`src/common/seq_map.vh`:
```
// constants of the instruction sequencer: bus map, fields, opcodes, timing
`ifndef SEQ_MAP_VH
`define SEQ_MAP_VH

// register byte offsets on the bus
`define REG_PC_LOW 4'h0
`define REG_ACC 4'h4
`define REG_STATUS 4'h8
`define REG_CTRL 4'hC

// control register bits
`define CTRL_INT_EN 0
`define CTRL_RESET_VAL 8'h00

// status register bits
`define ST_C 0
`define ST_AC 1
`define ST_Z 2
`define ST_OV 3

// phase numbering inside one instruction cycle
`define PH_T1 2'h0
`define PH_T4 2'h3

// instruction word fields
`define IW_BRANCH 14
`define IW_CALL 13
`define IW_OP_HI 13
`define IW_OP_LO 9
`define IW_DEST 8
`define IW_OPND_HI 7
`define IW_TGT_HI 10

// alu operation codes, opcode values 00..0F
`define ALU_ADD 4'h0
`define ALU_ADC 4'h1
`define ALU_SUB 4'h2
`define ALU_SBC 4'h3
`define ALU_DAA 4'h4
`define ALU_AND 4'h5
`define ALU_OR 4'h6
`define ALU_XOR 4'h7
`define ALU_CPL 4'h8
`define ALU_RR 4'h9
`define ALU_RRC 4'hA
`define ALU_RL 4'hB
`define ALU_RLC 4'hC
`define ALU_INC 4'hD
`define ALU_DEC 4'hE
`define ALU_PASS 4'hF

// sequencing opcodes
`define OP_NOP 5'h10
`define OP_SZ 5'h11
`define OP_SNZ 5'h12
`define OP_SIZ 5'h13
`define OP_SDZ 5'h14
`define OP_RET 5'h15
`define OP_RETURN_FROM_INTERRUPT 5'h16
`define OP_MOVI 5'h17
`define OP_MOVM 5'h18

// reset and stack
`define PC_RESET 11'h000
`define STACK_LEVELS 3'h4

`endif

```
`src/hdl/alu8.v`:
```
// eight-bit alu with carry, half carry, zero and overflow flags
`timescale 1ns/100ps
`include "seq_map.vh"
module alu8 (
    input wire [3:0] i_op,
    input wire [7:0] i_acc,
    input wire [7:0] i_mem,
    input wire i_carry,
    input wire i_half,
    output reg [7:0] o_result,
    output reg o_carry,
    output reg o_half,
    output reg o_ovf,
    output wire o_zero
);
    reg [8:0] sum;
    reg [4:0] nib;
    reg [7:0] opb;
    reg cin;
    always @* begin
        sum = 9'h000;
        nib = 5'h00;
        opb = i_mem;
        cin = 1'b0;
        o_result = i_mem;
        o_carry = i_carry;
        o_half = i_half;
        o_ovf = 1'b0;
        case (i_op)
            `ALU_ADD, `ALU_ADC, `ALU_SUB, `ALU_SBC: begin
                // subtract as add of complement, carry means no borrow
                if (i_op == `ALU_SUB || i_op == `ALU_SBC) begin
                    opb = ~i_mem;
                end
                if (i_op == `ALU_ADD) begin
                    cin = 1'b0;
                end else if (i_op == `ALU_SUB) begin
                    cin = 1'b1;
                end else begin
                    cin = i_carry;
                end
                sum = {1'b0, i_acc} + {1'b0, opb} + {8'h00, cin};
                nib = {1'b0, i_acc[3:0]} + {1'b0, opb[3:0]} + {4'h0, cin};
                o_result = sum[7:0];
                o_carry = sum[8];
                o_half = nib[4];
                o_ovf = (i_acc[7] == opb[7]) && (sum[7] != i_acc[7]);
            end
            `ALU_DAA: begin
                sum = {1'b0, i_acc};
                if (i_half || sum[3:0] > 4'h9) begin
                    sum = sum + 9'h006;
                end
                if (i_carry || sum[8:4] > 5'h09) begin
                    sum = sum + 9'h060;
                end
                o_result = sum[7:0];
                o_carry = i_carry | sum[8];
            end
            `ALU_AND: o_result = i_acc & i_mem;
            `ALU_OR: o_result = i_acc | i_mem;
            `ALU_XOR: o_result = i_acc ^ i_mem;
            `ALU_CPL: o_result = ~i_mem;
            `ALU_RR: o_result = {i_mem[0], i_mem[7:1]};
            `ALU_RRC: begin
                o_result = {i_carry, i_mem[7:1]};
                o_carry = i_mem[0];
            end
            `ALU_RL: o_result = {i_mem[6:0], i_mem[7]};
            `ALU_RLC: begin
                o_result = {i_mem[6:0], i_carry};
                o_carry = i_mem[7];
            end
            `ALU_INC: o_result = i_mem + 8'h01;
            `ALU_DEC: o_result = i_mem - 8'h01;
            default: o_result = i_mem;
        endcase
    end
    assign o_zero = (o_result == 8'h00);
endmodule // alu8

```
`src/hdl/seq_core.v`:
```
// instruction sequencer: phases, program counter, return stack, execute
`timescale 1ns/100ps
`include "seq_map.vh"
module seq_core #(
    parameter PC_W = 11,
    parameter IW_W = 15,
    parameter DMEM_AW = 4,
    parameter [10:0] INT_VECTOR = 11'h004
) (
    input wire i_clk,
    input wire i_rst,
    output wire [PC_W-1:0] o_imem_addr,
    input wire [IW_W-1:0] i_imem_data,
    input wire i_int_req,
    output reg o_int_ack,
    output wire [3:0] o_instruction_phase_clocks,
    input wire [3:0] i_avs_address,
    input wire i_avs_read,
    input wire i_avs_write,
    input wire [31:0] i_avs_writedata,
    input wire [3:0] i_avs_byteenable,
    output reg [31:0] o_avs_readdata,
    output wire o_avs_waitrequest
);
    localparam DMEM_DEPTH = 1 << DMEM_AW;

    reg [3:0] phase_reg;
    reg [1:0] phase_num_reg;
    reg [PC_W-1:0] pc_reg;
    reg [PC_W-1:0] pc_next;
    reg [IW_W-1:0] fetch_reg;
    reg [IW_W-1:0] ir_reg;
    reg ir_valid_reg;
    reg [7:0] acc_reg;
    reg [7:0] status_reg;
    reg [7:0] ctrl_reg;
    reg [7:0] dmem [0:DMEM_DEPTH-1];
    reg [PC_W-1:0] stack_mem [0:3];
    reg [1:0] sp_reg;
    reg [2:0] depth_reg;
    reg int_pend_reg;
    reg pcl_pend_reg;
    reg [7:0] pcl_new_reg;
    reg rd_done_reg;
    integer k;

    // decode helpers used by several processes
    function is_branch;
        input [IW_W-1:0] iw;
        begin
            is_branch = iw[`IW_BRANCH];
        end
    endfunction

    function [4:0] opcode;
        input [IW_W-1:0] iw;
        begin
            opcode = iw[`IW_OP_HI:`IW_OP_LO];
        end
    endfunction

    function is_alu;
        input [IW_W-1:0] iw;
        begin
            is_alu = ~iw[`IW_BRANCH] & ~iw[`IW_OP_HI];
        end
    endfunction

    // phase generator
    always @(posedge i_clk) begin
        if (i_rst) begin
            phase_reg <= 4'h1;
            phase_num_reg <= `PH_T1;
        end else begin
            phase_reg <= {phase_reg[2:0], phase_reg[3]};
            phase_num_reg <= phase_num_reg + 2'h1;
        end
    end
    assign o_instruction_phase_clocks = phase_reg;

    wire t1 = (phase_num_reg == `PH_T1);
    wire t4 = (phase_num_reg == `PH_T4);

    assign o_imem_addr = pc_reg;

    // operand fetch and alu
    wire [DMEM_AW-1:0] opnd_addr = ir_reg[DMEM_AW-1:0];
    wire [7:0] mem_val = dmem[opnd_addr];
    wire [4:0] op = opcode(ir_reg);
    reg [3:0] alu_op;
    wire [7:0] alu_res;
    wire alu_c;
    wire alu_ac;
    wire alu_ov;
    wire alu_z;

    always @* begin
        alu_op = `ALU_PASS;
        if (is_alu(ir_reg)) begin
            alu_op = op[3:0];
        end else if (op == `OP_SIZ) begin
            alu_op = `ALU_INC;
        end else if (op == `OP_SDZ) begin
            alu_op = `ALU_DEC;
        end
    end

    alu8 u_alu (
        .i_op(alu_op),
        .i_acc(acc_reg),
        .i_mem(mem_val),
        .i_carry(status_reg[`ST_C]),
        .i_half(status_reg[`ST_AC]),
        .o_result(alu_res),
        .o_carry(alu_c),
        .o_half(alu_ac),
        .o_ovf(alu_ov),
        .o_zero(alu_z)
    );

    // flow decisions for the executing word
    wire stack_full = (depth_reg == `STACK_LEVELS);
    wire exec = ir_valid_reg;
    wire do_jump = exec & is_branch(ir_reg) & ~ir_reg[`IW_CALL];
    wire do_call = exec & is_branch(ir_reg) & ir_reg[`IW_CALL];
    wire do_ret = exec & ~is_branch(ir_reg) &
        (op == `OP_RET || op == `OP_RETURN_FROM_INTERRUPT);
    reg do_skip;

    always @* begin
        do_skip = 1'b0;
        if (exec && !is_branch(ir_reg)) begin
            case (op)
                `OP_SZ: do_skip = (mem_val == 8'h00);
                `OP_SNZ: do_skip = (mem_val != 8'h00);
                `OP_SIZ, `OP_SDZ: do_skip = alu_z;
                default: do_skip = 1'b0;
            endcase
        end
    end

    wire flow = do_jump | do_call | do_ret | do_skip;
    wire take_int = ~flow & int_pend_reg & ~stack_full &
        ctrl_reg[`CTRL_INT_EN];
    wire take_pcl = ~flow & ~take_int & pcl_pend_reg;
    wire do_push = do_call | take_int;
    wire [PC_W-1:0] pop_val = stack_mem[sp_reg - 2'h1];

    always @* begin
        pc_next = pc_reg + {{(PC_W-1){1'b0}}, 1'b1};
        if (do_jump || do_call) begin
            pc_next = ir_reg[`IW_TGT_HI:0];
        end else if (do_ret) begin
            pc_next = pop_val;
        end else if (do_skip) begin
            pc_next = pc_reg + {{(PC_W-1){1'b0}}, 1'b1};
        end else if (take_int) begin
            pc_next = INT_VECTOR;
        end else if (take_pcl) begin
            pc_next = {pc_reg[PC_W-1:8], pcl_new_reg};
        end
    end

    // fetch, execute and commit
    always @(posedge i_clk) begin
        if (i_rst) begin
            pc_reg <= `PC_RESET;
            fetch_reg <= {IW_W{1'b0}};
            ir_reg <= {IW_W{1'b0}};
            ir_valid_reg <= 1'b0;
            acc_reg <= 8'h00;
            status_reg <= 8'h00;
            o_int_ack <= 1'b0;
            for (k = 0; k < DMEM_DEPTH; k = k + 1) begin
                dmem[k] <= 8'h00;
            end
        end else begin
            o_int_ack <= 1'b0;
            if (t1) begin
                fetch_reg <= i_imem_data;
            end
            if (t4) begin
                pc_reg <= pc_next;
                ir_reg <= fetch_reg;
                // a flow change turns the fetched word into a dummy
                ir_valid_reg <= ~(flow | take_int | take_pcl);
                o_int_ack <= take_int;
                if (exec && is_alu(ir_reg)) begin
                    status_reg[`ST_C] <= alu_c;
                    status_reg[`ST_AC] <= alu_ac;
                    status_reg[`ST_OV] <= alu_ov;
                    status_reg[`ST_Z] <= alu_z;
                    if (ir_reg[`IW_DEST]) begin
                        dmem[opnd_addr] <= alu_res;
                    end else begin
                        acc_reg <= alu_res;
                    end
                end
                if (exec && (op == `OP_SIZ || op == `OP_SDZ) &&
                        !is_branch(ir_reg)) begin
                    status_reg[`ST_Z] <= alu_z;
                    if (ir_reg[`IW_DEST]) begin
                        dmem[opnd_addr] <= alu_res;
                    end else begin
                        acc_reg <= alu_res;
                    end
                end
                if (exec && !is_branch(ir_reg) && op == `OP_MOVI) begin
                    acc_reg <= ir_reg[`IW_OPND_HI:0];
                end
                if (exec && !is_branch(ir_reg) && op == `OP_MOVM) begin
                    dmem[opnd_addr] <= acc_reg;
                end
            end
        end
    end

    // return stack, pointer wraps so the oldest entry is overwritten
    always @(posedge i_clk) begin
        if (i_rst) begin
            sp_reg <= 2'h0;
            depth_reg <= 3'h0;
            for (k = 0; k < 4; k = k + 1) begin
                stack_mem[k] <= `PC_RESET;
            end
        end else if (t4) begin
            if (do_push) begin
                stack_mem[sp_reg] <= pc_reg;
                sp_reg <= sp_reg + 2'h1;
                if (!stack_full) begin
                    depth_reg <= depth_reg + 3'h1;
                end
            end else if (do_ret) begin
                sp_reg <= sp_reg - 2'h1;
                if (depth_reg != 3'h0) begin
                    depth_reg <= depth_reg - 3'h1;
                end
            end
        end
    end

    // interrupt request flag, a new request wins over the acknowledge
    always @(posedge i_clk) begin
        if (i_rst) begin
            int_pend_reg <= 1'b0;
        end else if (i_int_req) begin
            int_pend_reg <= 1'b1;
        end else if (t4 && take_int) begin
            int_pend_reg <= 1'b0;
        end
    end

    // bus slave
    wire wr_pcl = i_avs_write && i_avs_address == `REG_PC_LOW &&
        i_avs_byteenable[0];
    assign o_avs_waitrequest = (i_avs_read & ~rd_done_reg) |
        (wr_pcl & pcl_pend_reg);

    always @(posedge i_clk) begin
        if (i_rst) begin
            pcl_pend_reg <= 1'b0;
            pcl_new_reg <= 8'h00;
            ctrl_reg <= `CTRL_RESET_VAL;
            rd_done_reg <= 1'b0;
            o_avs_readdata <= 32'h00000000;
        end else begin
            if (t4 && take_pcl) begin
                pcl_pend_reg <= 1'b0;
            end
            if (wr_pcl && !pcl_pend_reg) begin
                pcl_pend_reg <= 1'b1;
                pcl_new_reg <= i_avs_writedata[7:0];
            end
            if (i_avs_write && i_avs_address == `REG_CTRL &&
                    i_avs_byteenable[0]) begin
                ctrl_reg <= i_avs_writedata[7:0];
            end
            rd_done_reg <= i_avs_read & ~rd_done_reg;
            if (i_avs_read && !rd_done_reg) begin
                case (i_avs_address)
                    `REG_PC_LOW:
                        o_avs_readdata <= {24'h000000, pc_reg[7:0]};
                    `REG_ACC: o_avs_readdata <= {24'h000000, acc_reg};
                    `REG_STATUS: o_avs_readdata <= {24'h000000, status_reg};
                    `REG_CTRL: o_avs_readdata <= {24'h000000, ctrl_reg};
                    default: o_avs_readdata <= 32'h00000000;
                endcase
            end
        end
    end
endmodule // seq_core

```
`config.mk`:
```
export PLATFORM = sky130hd
export DESIGN_NAME = seq_core
export DESIGN_NICKNAME = d
export VERILOG_FILES = /design/src/hdl/alu8.v /design/src/hdl/seq_core.v
export VERILOG_INCLUDE_DIRS = /design/src /design/src/common
export SDC_FILE = /design/constraint.sdc
export NUM_CORES = 1
export LEC_CHECK = 0
export BUFFER_PORTS_ARGS = -buffer_cell sky130_fd_sc_hd__buf_2
export CORE_AREA = 3 3 204 146
export DETAILED_ROUTE_END_ITERATION = 16
export DIE_AREA = 0 0 207 149
export GPL_TIMING_DRIVEN = 0
export PLACE_DENSITY_LB_ADDON = 0.1
export SYNTH_ARGS = -nofsm -noshare
export SYNTH_HDL_FRONTEND = slang
export SYNTH_SLANG_ARGS = --single-unit
```
`constraint.sdc`:
```
create_clock -name i_clk -period 6.3 [get_ports i_clk]
set_clock_uncertainty 0.05 [all_clocks]
set_input_delay 0.945 -clock i_clk [delete_from_list [all_inputs] [get_ports i_clk]]
set_output_delay 0.945 -clock i_clk [all_outputs]
set_load 0.03 [all_outputs]
```
# Word-level counts from Yosys, hierarchy flattened
# Memories as Yosys holds them, arrays and structs flattened. A register that Yosys moved wholly into a read port is not among the register bits.
# Index checks and enable logic that the tools add are counted.
# op_classes
eq_ne	31
add_sub_neg	14
bitwise_logic	35
mux	70
reduce_logical	49
order_cmp	2
# ops
operator	count
one-hot mux 8 bit (12 select lines)	1
two-way mux 8 bit	10
two-way mux 11 bit	6
== test 5 bit, second input constant	8
== test 4 bit, second input constant	9
two-way mux 9 bit	4
two-way mux 1 bit	33
one-hot mux 8 bit (4 select lines)	1
== test 4 x 3 -> 1 bit, second input constant	5
zero test 8 bit	2
two-way mux 4 bit	4
logical AND 1 bit	15
two-way mux 3 bit	5
AND 1 bit	13
adder 11 x 1 -> 11 bit, second input constant	1
OR reduction 11 bit	1
bitwise OR 1 bit	10
nonzero test 2 bit	5
adder 8 x 3 -> 9 bit, second input constant	1
adder 8 x 8 -> 9 bit	1
adder 9 x 1 -> 9 bit	1
adder 9 x 7 -> 9 bit, second input constant	1
adder 8 x 1 -> 8 bit, second input constant	1
AND 8 bit	1
other kinds (37)	62
# word_totals
mem_bits_rw	172
ff_bits	117
word_cells	224
output_inout_bits	49
n_memories	2
# mem_list
memory	words	width	read_ports	rd_clocked_by_memory_dff	write_ports	line_no	rtl
dmem	16	8	1	1	16	seq_core.v:37	reg [7:0] dmem [0:DMEM_DEPTH-1];
stack_mem	4	11	1	0	4	seq_core.v:38	reg [PC_W-1:0] stack_mem [0:3];

# Longest topological paths before layout
# Gate-level depths: netlist of run 1.
# depth
depth_word	27
mapped_depth	29
ltp_nobuf	26

# Hierarchy
# A second synthesis of run 1 with hierarchy kept.
# unflattened
cells_unflattened	1419
area_unflattened_um2	15015.7
# by_module_without_submodules
mod	cells_per_inst	n_inst	area_each_um2	seq_area_each_um2
seq_core	1057	1	12453.2	7106.8
alu8	362	1	2562.5	0.0

# Worst setup path after synthesis of run 1
# Ideal clock, no wire load.
# synth_path
path_type	register to register
from	reg ir_reg[11]
to	reg depth_reg[2]
synth_period_minus_slack_ns	5.808
path_stages_with_launch	25
slack_ns	0.492
path_buffers	2
arrival_ns	5.632
setup_time_ns	0.126
path_cell_list	dfxtp_1 > clkbuf_1 > nor4_1 > nand2_1 > xnor2_1 > fa_1 > inv_1 > fa_1 > nand2b_1 > a32o_1 > a211o_1 > a2111o_1 > a221oi_1 > and4_1 > and4_4 > nand3_4 > a21oi_4 > inv_2 > clkbuf_1 > fa_1 > nand3_1 > nor2_1 > o21ai_0 > o31a_1 > a21oi_1
# synth_between
elab_chain_cells	22
word_cells_on_any_way	52
classes_between	2 x add/sub; 21 x eq/ne; 12 x mux; 8 x bitwise; 9 x reduce/logical
# synth_rtl
element	line_no	rtl
from (decl)	seq_core.v:32	reg [IW_W-1:0] ir_reg;
from (signal assigned)	seq_core.v:169	ir_reg <= {IW_W{1'b0}};
from (signal assigned)	seq_core.v:184	ir_reg <= fetch_reg;
== test 5 bit	seq_core.v:133	case (op)
two-way mux 1 bit	seq_core.v:103	end else if (op == `OP_SDZ) begin
two-way mux 2 bit	seq_core.v:101	end else if (op == `OP_SIZ) begin
two-way mux 4 bit	seq_core.v:99	if (is_alu(ir_reg)) begin
== test 4 x 2 -> 1 bit	alu8.v:29	case (i_op)
logical OR 1 bit (no source line)	--	
two-way mux 8 bit	alu8.v:32	if (i_op == `ALU_SUB || i_op == `ALU_SBC) begin
two-way mux 8 bit	alu8.v:29	
(+4 left out)	--	
one-hot mux 1 bit (3 select lines)	seq_core.v:133	
two-way mux 1 bit	seq_core.v:132	if (exec && !is_branch(ir_reg)) begin
bitwise OR 1 bit	seq_core.v:142	wire flow = do_jump | do_call | do_ret | do_skip;
NOT 1 bit	seq_core.v:143	wire take_int = ~flow & int_pend_reg & ~stack_full &
AND 1 bit (3 in a row)	seq_core.v:143	
bitwise OR 1 bit	seq_core.v:146	wire do_push = do_call | take_int;
!= test 2 bit (no source line) or nonzero test 2 bit (tied branches)	--	
AND reduction 4 bit (no source line)	--	
to (signal assigned)	seq_core.v:231	depth_reg <= depth_reg + 3'h1;
to (signal assigned)	seq_core.v:236	depth_reg <= depth_reg - 3'h1;
to (decl)	seq_core.v:40	reg [2:0] depth_reg;
# Several ways; a longest one is shown, not always the timed one. The select of a mux whose other input is x is not followed.
# A chain may end at the register's enable or synchronous reset.

==> impl_metrics.ini, run 1 <==
[status]
run_status = finished, final reports clean

[setup_path]
cp_slowest_stage_delay_ns = 0.44
critPathSlowestCell = or4_4
crit_type = flop to flop
path_common_cell = buf_6
end_kind = flop
reg2regPathDepth = 28
worstPathMaxFanout = 10
critPathArrivalTime_ns = 6.54
startpoint_type = flop
critPathRequiredTime_ns = 6.70

[final_layout]
area.growth.synth_to_final_pct = 15.2
drive_above_1_share = 0.174
insertedDiodeCount = 0
nets = 1698
reg.largest.list = dmem: 128 flops, stack_mem: 44 flops
largest_reg_flops = 128
layout.cells.non_filler = 1994
regMostFlops = dmem
n_fill_cell = 2383
post-route-util = 0.620

[power]
clockPowerShare = 0.388
switching_share = 0.263
comb_power_share = 0.117
p_leak_nw = 6.42
netSwitchingPower_mw = 1.04
ir_worst_vdd_uv = 212
pwr-share-seq = 0.495
power_density_nw_per_um2 = 229
internal_power_mw = 2.91

[yosys]
yosys.area_share.simple = 0.191
postSynth.asyncResetShare = 0
netlist_area_um2 = 15000
syn_avg_cell_area_um2 = 10.2
ys_seq_elements = 269
synth_compound_area_frac = 0.123
synth_top_family_by_area = simple AND/OR/NAND/NOR gates
synth_fa_ha_area_frac = 0.0314
seq_area_frac_synth = 0.474
synthMuxAreaShare = 0.114
synth_xor_area_frac = 0.0158
synth_cell_types = 99
synthCells = 1466
synth_ff_type = edfxtp_1
yosysWarnings = 0
synth_edf_count = 172

[floorplanning]
initial_core_util = 0.538
die_h_um = 149
coreArea_um2 = 27800
dieArea_um2 = 30800
ios = 109
rows = 51
dieWidth_um = 207

[global_route]
first_global_vias = 11700
grt_overflow = 0
antenna_found_initial = 0
grt_usage = 0.297
grt_max_degree = 15
grt_pass1_wl_mm = 70.0

[worst_hold_path]
hold_depth = 1
worst_hold_path_type = flop to flop

[timing]
max_clock_freq_mhz = 163
hold_viol = 0
report.final.slew_viol_count = 0
setup_viol = 0
hold_ws_ns = 0.382
worst_pin_slew_ns = 1.30
min_period_ns = 6.14
setup_ws_ns = 0.156
fin_setup_tns_ns = 0
relSlewSlack = 0.128
finalCritPeriodShare = 0.975

[clocking]
clk_pin_slew_ns = 0.07
clkLatencyLatePin_ns = 0.57
holdBufCountCts = 0
clock-root-buffer = clkbuf_16
cts_buffers = 27
htree_num_levels = 1
cts_buffer_depth = 3
cts_tree = yes
cts.sink_count = 269

[routing]
vias_per_cell = 6.24
first_pass_iters = 6
drt_iter0_markers = 1603
drt_wl_total_mm = 47.0
ant_nets = 0
vias = 12400
wl_per_cell_um = 23.6
drc = 0

[placed_design]
gp_congestion = 0.948
pre_cts_slack_ns = -1.64
hpwl_mm = 35.0
place_inst = 1921
io_buffers = 56

[flow_run]
max_cap_viol_count = 0
-- stage by stage --
step / cell area (um^2) / total power, mW
6_report: 17300 / 3.95
5_1_grt: 17300 / 4.07
4_1_cts: 16900 / 3.92
3_5_place_dp: 15900 / 2.40
3_3_place_gp: 15800 / 2.39
2_1_floorplan: 15100 / 2.25
-- synthesized netlist by cell type (all sizes together), types with 5 or more instances --
cell type / instances / area [um^2]
and3: 42 / 263
nand2b: 13 / 81.3
o21a: 7 / 52.6
a22o: 6 / 52.6
o21ai: 45 / 229
a221oi: 9 / 78.8
or4: 6 / 48.8
mux2i: 83 / 831
a211oi: 24 / 190
a22oi: 32 / 240
a21oi: 42 / 221
buf: 50 / 352
clkbuf: 71 / 268
inv: 34 / 128
nand3: 35 / 193
or3: 5 / 31.3
and2: 31 / 196
nor3: 23 / 115
dfxtp: 97 / 1940
a31oi: 13 / 81.3
o2bb2ai: 5 / 50.0
or2: 6 / 37.5
mux2: 7 / 82.6
nor2: 258 / 968
mux4: 35 / 796
edfxtp: 172 / 5160
xor2: 6 / 52.6
nor4: 6 / 43.8
nor3b: 6 / 45.0
ha: 32 / 400
o31ai: 5 / 37.5
nor2b: 26 / 163
nand2: 106 / 400
o2111ai: 7 / 61.3
nand4: 9 / 56.3
o22ai: 9 / 56.3
xnor2: 21 / 184
-- routing by layer --
metal	GRT usage	up-vias	routed length, um
li1	-	5616	-
met1	0.443	6042	20800
met2	0.401	687	18700
met3	0.123	89	6420
met4	0.0668	0	994
met5	0	-	0
-- worst paths after layout --
check | startpoint | endpoint | slack (ns)
setup / recovery | flop | depth_reg[2] | 0.16
hold / removal | o_instruction_phase_clocks[3] | o_instruction_phase_clocks[0] | 0.38
setup reg to reg | flop | depth_reg[2] | 0.16
hold reg to reg | o_instruction_phase_clocks[3] | o_instruction_phase_clocks[0] | 0.38
-- cell usage in the layout, fill, tap and decap left out, drive strengths merged, types with 7 or more instances in the layout --
| cell type | instances |
|---|---|
| a211oi | 24 |
| a21oi | 42 |
| a221oi | 9 |
| a22oi | 32 |
| a31oi | 13 |
| and2 | 31 |
| and3 | 42 |
| buf | 138 |
| clkbuf | 106 |
| clkinv | 7 |
| conb | 24 |
| dfxtp | 97 |
| edfxtp | 172 |
| ha | 32 |
| inv | 38 |
| mux2 | 7 |
| mux2i | 83 |
| mux4 | 35 |
| nand2 | 106 |
| nand2b | 13 |
| nand3 | 35 |
| nand4 | 9 |
| nor2 | 258 |
| nor2b | 26 |
| nor3 | 23 |
| o2111ai | 7 |
| o21a | 7 |
| o21ai | 45 |
| o22ai | 9 |
| xnor2 | 21 |
-- critical path: cells and delay by family (launching register included) --
kind,cells,cell delay (ns)
buf+inv,6,0.93
simple gates,7,1.29
fa+ha+maj,2,0.64
xor+xnor,1,0.15
flops,1,0.33
compound gates,12,2.61
-- layout make-up --
class,count,area [um^2],area share
sequential,269,7110,0.412
timing repair buffer,87,524,0.0304
clock buffer,38,742,0.0430
tap,371,464,0.0269
inverter,36,143,0.00827
clock inverter,11,80.1,0.00464
buffer,119,674,0.0391
multi-input combinational,1063,7520,0.436
-- logic make-up (layout without fill, tap and decap cells) --
| family | Yosys count | in the layout |
|---|---|---|
| mux | 125 | 125 |
| fa+ha+maj | 36 | 36 |
| other cells | 1 | 24 |
| simple gates | 596 | 596 |
| compound gates | 255 | 255 |
| flops | 269 | 269 |
| xor+xnor | 27 | 27 |
| buf+inv | 157 | 291 |
-- power by group through the flow --
stage,Combinational [mW],Clock (mW),Sequential (mW)
final,0.461,1.53,1.96
after global routing,0.492,1.61,1.96
after CTS,0.428,1.54,1.95
after detailed placement,0.414,0,1.99
after global placement,0.406,0,1.99
after floorplan,0.272,0,1.98
-- repair_timing --
action,4_1_cts,5_1_grt
resized for setup,31,54
hold endpoints to repair,0,0
cloned,0,0
pin swaps,7,17
buffers inserted,6,20
endpoints found under the setup margin,174,106
Power figures use the tool's default switching activity.
==> run 2, diff against run 1 <==
==> constraint.sdc (replaced) <==
create_clock -name i_clk -period 6.9 [get_ports i_clk]
set_clock_uncertainty 0.05 [all_clocks]
set_input_delay 1.035 -clock i_clk [delete_from_list [all_inputs] [get_ports i_clk]]
set_output_delay 1.035 -clock i_clk [all_outputs]
set_load 0.03 [all_outputs]
==> run 2 against run 1 <==
First-iteration DRC count down 11%. Via count down 0.72%. Critical path depth down 1. Routed wire length down 0.91%. Critical endpoint unchanged. Die area unchanged. Final cell count down 0.95%. Largest cell class unchanged. Clock power down 8%. Critical path type unchanged. Non-clock buffer count down 19. Sequential power down 9%. Sequential share of layout area up 1.0 points.
==> impl_metrics.ini, run 2 (same netlist as run 1, synthesis figures left out) <==
[routing]
vias_per_cell = 6.25
drc = 0
ant_nets = 0
vias = 12300
drt_wl_total_mm = 46.5
first_pass_iters = 6
wl_per_cell_um = 23.6
drt_iter0_markers = 1425

[final_layout]
reg.largest.list = dmem: 128 flops, stack_mem: 44 flops
final_cell_mix = nor2_1, edfxtp_1, nand2_1, dfxtp_1, mux2i_1
nets = 1679
layout_commonest_cell = nor2_1
largest_reg_flops = 128
regMostFlops = dmem
insertedDiodeCount = 0
drive_above_1_share = 0.144
area.growth.synth_to_final_pct = 12.3
post-route-util = 0.605

[clocking]
cts_tree = yes
cts_buffers = 27
clk_pin_slew_ns = 0.07
clock-root-buffer = clkbuf_16
holdBufCountCts = 0
cts.sink_count = 269
clkLatencyLatePin_ns = 0.57
htree_num_levels = 1
cts_buffer_depth = 3

[placed_design]
gp_congestion = 0.948
hpwl_mm = 35.0
io_buffers = 56

[global_route]
grt_max_degree = 16
antenna_found_initial = 0
first_global_vias = 11600
grt_usage = 0.296
grt_overflow = 0
grt_pass1_wl_mm = 69.7

[floorplanning]
ios = 109
coreArea_um2 = 27800
dieArea_um2 = 30800
die_h_um = 149
dieWidth_um = 207
rows = 51
initial_core_util = 0.538

[power]
ir_worst_vdd_uv = 194
clockPowerShare = 0.392
total_power_mw = 3.59
pwr-share-seq = 0.497
internal_power_mw = 2.64
netSwitchingPower_mw = 0.945
p_leak_nw = 6.26
comb_power_share = 0.111
power_density_nw_per_um2 = 213
switching_share = 0.263

[timing]
worst_pin_slew_ns = 1.31
max_clock_freq_mhz = 150
report.final.slew_viol_count = 0
setup_viol = 0
min_period_ns = 6.67
hold_viol = 0
rsz0062_at_grt = no
finalCritPeriodShare = 0.967
relSlewSlack = 0.121

[worst_hold_path]
hold_depth = 1
worst_hold_path_type = flop to flop
hold_start = o_instruction_phase_clocks[3]
worstHoldEndpoint = o_instruction_phase_clocks[0]

[setup_path]
cp_slowest_stage_delay_ns = 0.46
end_kind = flop
critPathSlowestCell = fa_1
crit_type = flop to flop
worstPathMaxFanout = 15
critPathRequiredTime_ns = 7.30
reg2regPathDepth = 27
critPathArrivalTime_ns = 7.07
ff2ff_setup_slack_ns = 0.23
timing.rr.end = depth_reg[2]
startpoint_type = flop

[flow_run]
max_cap_viol_count = 0

[status]
run_status = finished, final reports clean
==> run 2: changes by cell type in the layout (fill, tap and decap cells not counted), sizes merged <==
| cell | before | now |
|---|---|---|
| buf | 138 | 117 |
| clkbuf | 106 | 108 |
==> run 2: how the worst max path moves through the flow <==
stage	start	end	slack, ns	cells after the start
6_report	flop	depth_reg[2]	0.23	27
5_1_grt	flop	depth_reg[2]	0.01	26
4_1_cts	flop	depth_reg[2]	0.18	27
3_5_place_dp	flop	depth_reg[2]	-1.04	29
3_3_place_gp	ir_reg[11]	depth_reg[2]	-1.39	25
2_1_floorplan	ir_reg[11]	depth_reg[2]	1.09	24
==> run 2: routing by layer <==
metal  GRT usage  vias to the layer above  wire length (um)
met5           0                        -                 0
met4      0.0665                        0               979
met3       0.121                       80              6370
met2       0.398                      668             18400
met1       0.443                     6023             20800
li1            -                     5573                 -
==> run 2: power groups by stage <==
stage | registers, mW | clock network [mW] | logic, mW
global route | 1.79 | 1.48 | 0.426
detailed placement | 1.82 | 0 | 0.378
finish | 1.78 | 1.40 | 0.399
global placement | 1.82 | 0 | 0.371
floorplan | 1.81 | 0 | 0.248
CTS | 1.78 | 1.41 | 0.385
==> run 2: metrics by stage <==
step                      cell area (um^2)  setup WS, ns  instances  setup TNS, ns  hold WS, ns
after floorplan                      15100          1.09       1489              0        0.367
after global placement               15800         -1.39       1916         -94.88        0.364
after detailed placement             15900         -1.04       1921         -36.08        0.367
after CTS                            16800         0.176       1970              0        0.384
after global routing                 16800        0.0119       1975              0        0.393
final                                16800         0.229       1975              0        0.382
==> run 2: worst max-delay path: cells and delay by family, from the launching register on <==
family	cells	cell delay (ns)
AOI/OAI and AO/OA	9	2.18
and+or+nand+nor	7	1.32
adders and majority gates	3	1.14
buffers and inverters	6	0.95
muxes	1	0.36
DFF	1	0.33
xor gates and xnor gates	1	0.21
==> run 2: layout make-up <==
type / count / area (um^2)
Inverter: 36 / 135
Clock buffer: 38 / 742
Multi-Input combinational cell: 1063 / 7300
Tap cell: 371 / 464
Timing Repair Buffer: 68 / 382
Sequential cell: 269 / 7110
Fill cell: 2418 / 11000
Clock inverter: 11 / 80.1
Buffer: 119 / 618
==> run 2: what timing repair did <==
action	4_1_cts	5_1_grt
buffers inserted	2	5
pin swaps	1	2
endpoints found under the setup margin	98	43
gates resized for setup	11	7
==> run 3, diff against run 2 <==
--- a/config.mk
+++ b/config.mk
@@ -6,7 +6,7 @@
 export SDC_FILE = /design/constraint.sdc
 export NUM_CORES = 1
 export LEC_CHECK = 0
-export BUFFER_PORTS_ARGS = -buffer_cell sky130_fd_sc_hd__buf_2
+export BUFFER_PORTS_ARGS = -buffer_cell sky130_fd_sc_hd__clkbuf_2
 export CORE_AREA = 3 3 204 146
 export DETAILED_ROUTE_END_ITERATION = 16
 export DIE_AREA = 0 0 207 149
==> run 3 against run 2 <==
Sequential share of layout area fell by 0.11 points. Largest power group unchanged. Cell area rose by 0.26%. Critical path depth fell by 1. Critical path type unchanged.
==> impl_metrics.ini, run 3 (same netlist as run 1, synthesis figures left out) <==
[status]
run_status = finished, final reports clean

[clocking]
clk_pin_slew_ns = 0.07
cts.sink_count = 269
cts_tree = yes
clock-root-buffer = clkbuf_16
htree_num_levels = 1
holdBufCountCts = 0
clkLatencyLatePin_ns = 0.57
cts_buffer_depth = 3
cts_buffers = 26

[flow_run]
max_cap_viol_count = 0

[placed_design]
place_inst = 1921
hpwl_mm = 35.0
gp_congestion = 0.945
pre_cts_slack_ns = -1.28
io_buffers = 56

[setup_path]
worstPathMaxFanout = 15
crit_type = flop to flop
startpoint_type = flop
ff2ff_setup_slack_ns = 0.24
critPathArrivalTime_ns = 7.06
crit_end = depth_reg[2]
critPathRequiredTime_ns = 7.30
reg2regPathDepth = 26
timing.rr.end = depth_reg[2]
end_kind = flop

[routing]
first_pass_iters = 5
wl_met3_mm = 6.06
vias = 12200
met2_length_mm = 18.4
drc = 0
wl_met1_mm = 21.4
ant_nets = 0
top_layer = met4
vias_per_cell = 6.21
drt_iter0_markers = 1682
wl_per_cell_um = 23.7
drt_wl_total_mm = 46.7

[global_route]
grt_pass1_wl_mm = 69.3
grt_overflow = 0
antenna_found_initial = 1
grt_max_degree = 16
grt_usage = 0.294
first_global_vias = 11500

[floorplanning]
coreArea_um2 = 27800
initial_core_util = 0.538
ios = 109
dieArea_um2 = 30800
rows = 51
dieWidth_um = 207
die_h_um = 149

[final_layout]
layout_commonest_cell = nor2_1
reg.largest.list = dmem: 128 flops, stack_mem: 44 flops
largest_reg_flops = 128
layout.cells.non_filler = 1971
final_cell_mix = nor2_1, edfxtp_1, nand2_1, dfxtp_1, mux2i_1
drive_above_1_share = 0.145
insertedDiodeCount = 0
post-route-util = 0.606
n_fill_cell = 2442
nets = 1675
area.growth.synth_to_final_pct = 12.6
regMostFlops = dmem

[worst_hold_path]
worst_hold_path_type = flop to flop

[timing]
hold_viol = 0
worst_pin_slew_ns = 1.32
max_clock_freq_mhz = 150
fin_setup_tns_ns = 0
report.final.slew_viol_count = 0
min_period_ns = 6.66
relSlewSlack = 0.119
setup_ws_ns = 0.240
finalCritPeriodShare = 0.965
hold_ws_ns = 0.393
setup_viol = 0

[power]
p_leak_nw = 6.26
power_density_nw_per_um2 = 217
ir_worst_vdd_uv = 229
==> run 3: cell types whose count changed in the layout (fill, tap and decap cells not counted), moves of 2 or more <==
cell | before | now
buf_2 | 65 | 9
clkbuf_2 | 5 | 60
clkbuf_8 | 0 | 4
clkinv_1 | 5 | 2
buf_4 | 34 | 32
clkbuf_1 | 74 | 72
==> run 3: worst min path at each step <==
stage	start	to	slack, ns	cells past startpoint
2_1_floorplan	phase_num_reg[0]	phase_num_reg[0]	0.37	1
3_3_place_gp	o_instruction_phase_clocks[3]	o_instruction_phase_clocks[0]	0.37	1
3_5_place_dp	o_instruction_phase_clocks[3]	o_instruction_phase_clocks[0]	0.37	1
4_1_cts	o_instruction_phase_clocks[3]	o_instruction_phase_clocks[0]	0.39	1
5_1_grt	o_instruction_phase_clocks[3]	o_instruction_phase_clocks[0]	0.39	1
6_report	o_instruction_phase_clocks[3]	o_instruction_phase_clocks[0]	0.39	1
==> run 3: worst max-delay path, stage by stage (launching register included) <==
cell,delay (ns)
dfxtp_1,0.37
buf_6,0.21
nor2b_1,0.41
a221oi_2,0.13
o21ai_1,0.41
and2_2,0.31
inv_2,0.14
xnor2_1,0.24
fa_2,0.30
inv_1,0.07
fa_1,0.37
nand2b_1,0.19
a32o_1,0.26
a211o_1,0.24
a2111o_1,0.42
a221oi_4,0.37
and4_1,0.29
and4_4,0.24
nand3_4,0.15
a21oi_4,0.24
inv_2,0.17
fa_1,0.46
nand3_1,0.13
nor2_1,0.05
o21ai_0,0.14
o31a_1,0.15
a21oi_1,0.04
==> run 3: routing by layer <==
| layer | vias up | global-route usage |
|---|---|---|
| met5 | - | 0 |
| met4 | 0 | 0.0587 |
| met3 | 67 | 0.104 |
| met2 | 666 | 0.392 |
| met1 | 5925 | 0.459 |
| li1 | 5579 | - |
==> run 3: through the flow <==
| stage | cell area, um^2 | total power, mW |
|---|---|---|
| 2_1_floorplan | 15100 | 2.06 |
| 3_3_place_gp | 15800 | 2.19 |
| 3_5_place_dp | 15900 | 2.19 |
| 4_1_cts | 16800 | 3.65 |
| 5_1_grt | 16900 | 3.77 |
| 6_report | 16900 | 3.66 |
==> run 3: report_power, final <==
group          total [mW]  switching [mW]  internal (mW)
Sequential           1.78          0.0274           1.76
Combinational       0.397           0.272          0.125
Clock                1.48           0.642          0.834
Total                3.66           0.941           2.71
==> run 3: cell type report <==
class | instances | area [um^2] | area share
Inverter | 36 | 135 | 0.00801
Clock inverter | 9 | 106 | 0.00630
Multi-Input combinational cell | 1063 | 7300 | 0.432
Timing Repair Buffer | 65 | 359 | 0.0213
Sequential cell | 269 | 7110 | 0.421
Tap cell | 371 | 464 | 0.0275
Buffer | 119 | 618 | 0.0366
Clock buffer | 39 | 785 | 0.0465
==> run 3: repair_timing <==
item                       4_1_cts  5_1_grt
pin swaps                        1        2
setup buffers                    1        3
setup endpoints to repair      115       22
gates resized for setup         12        6
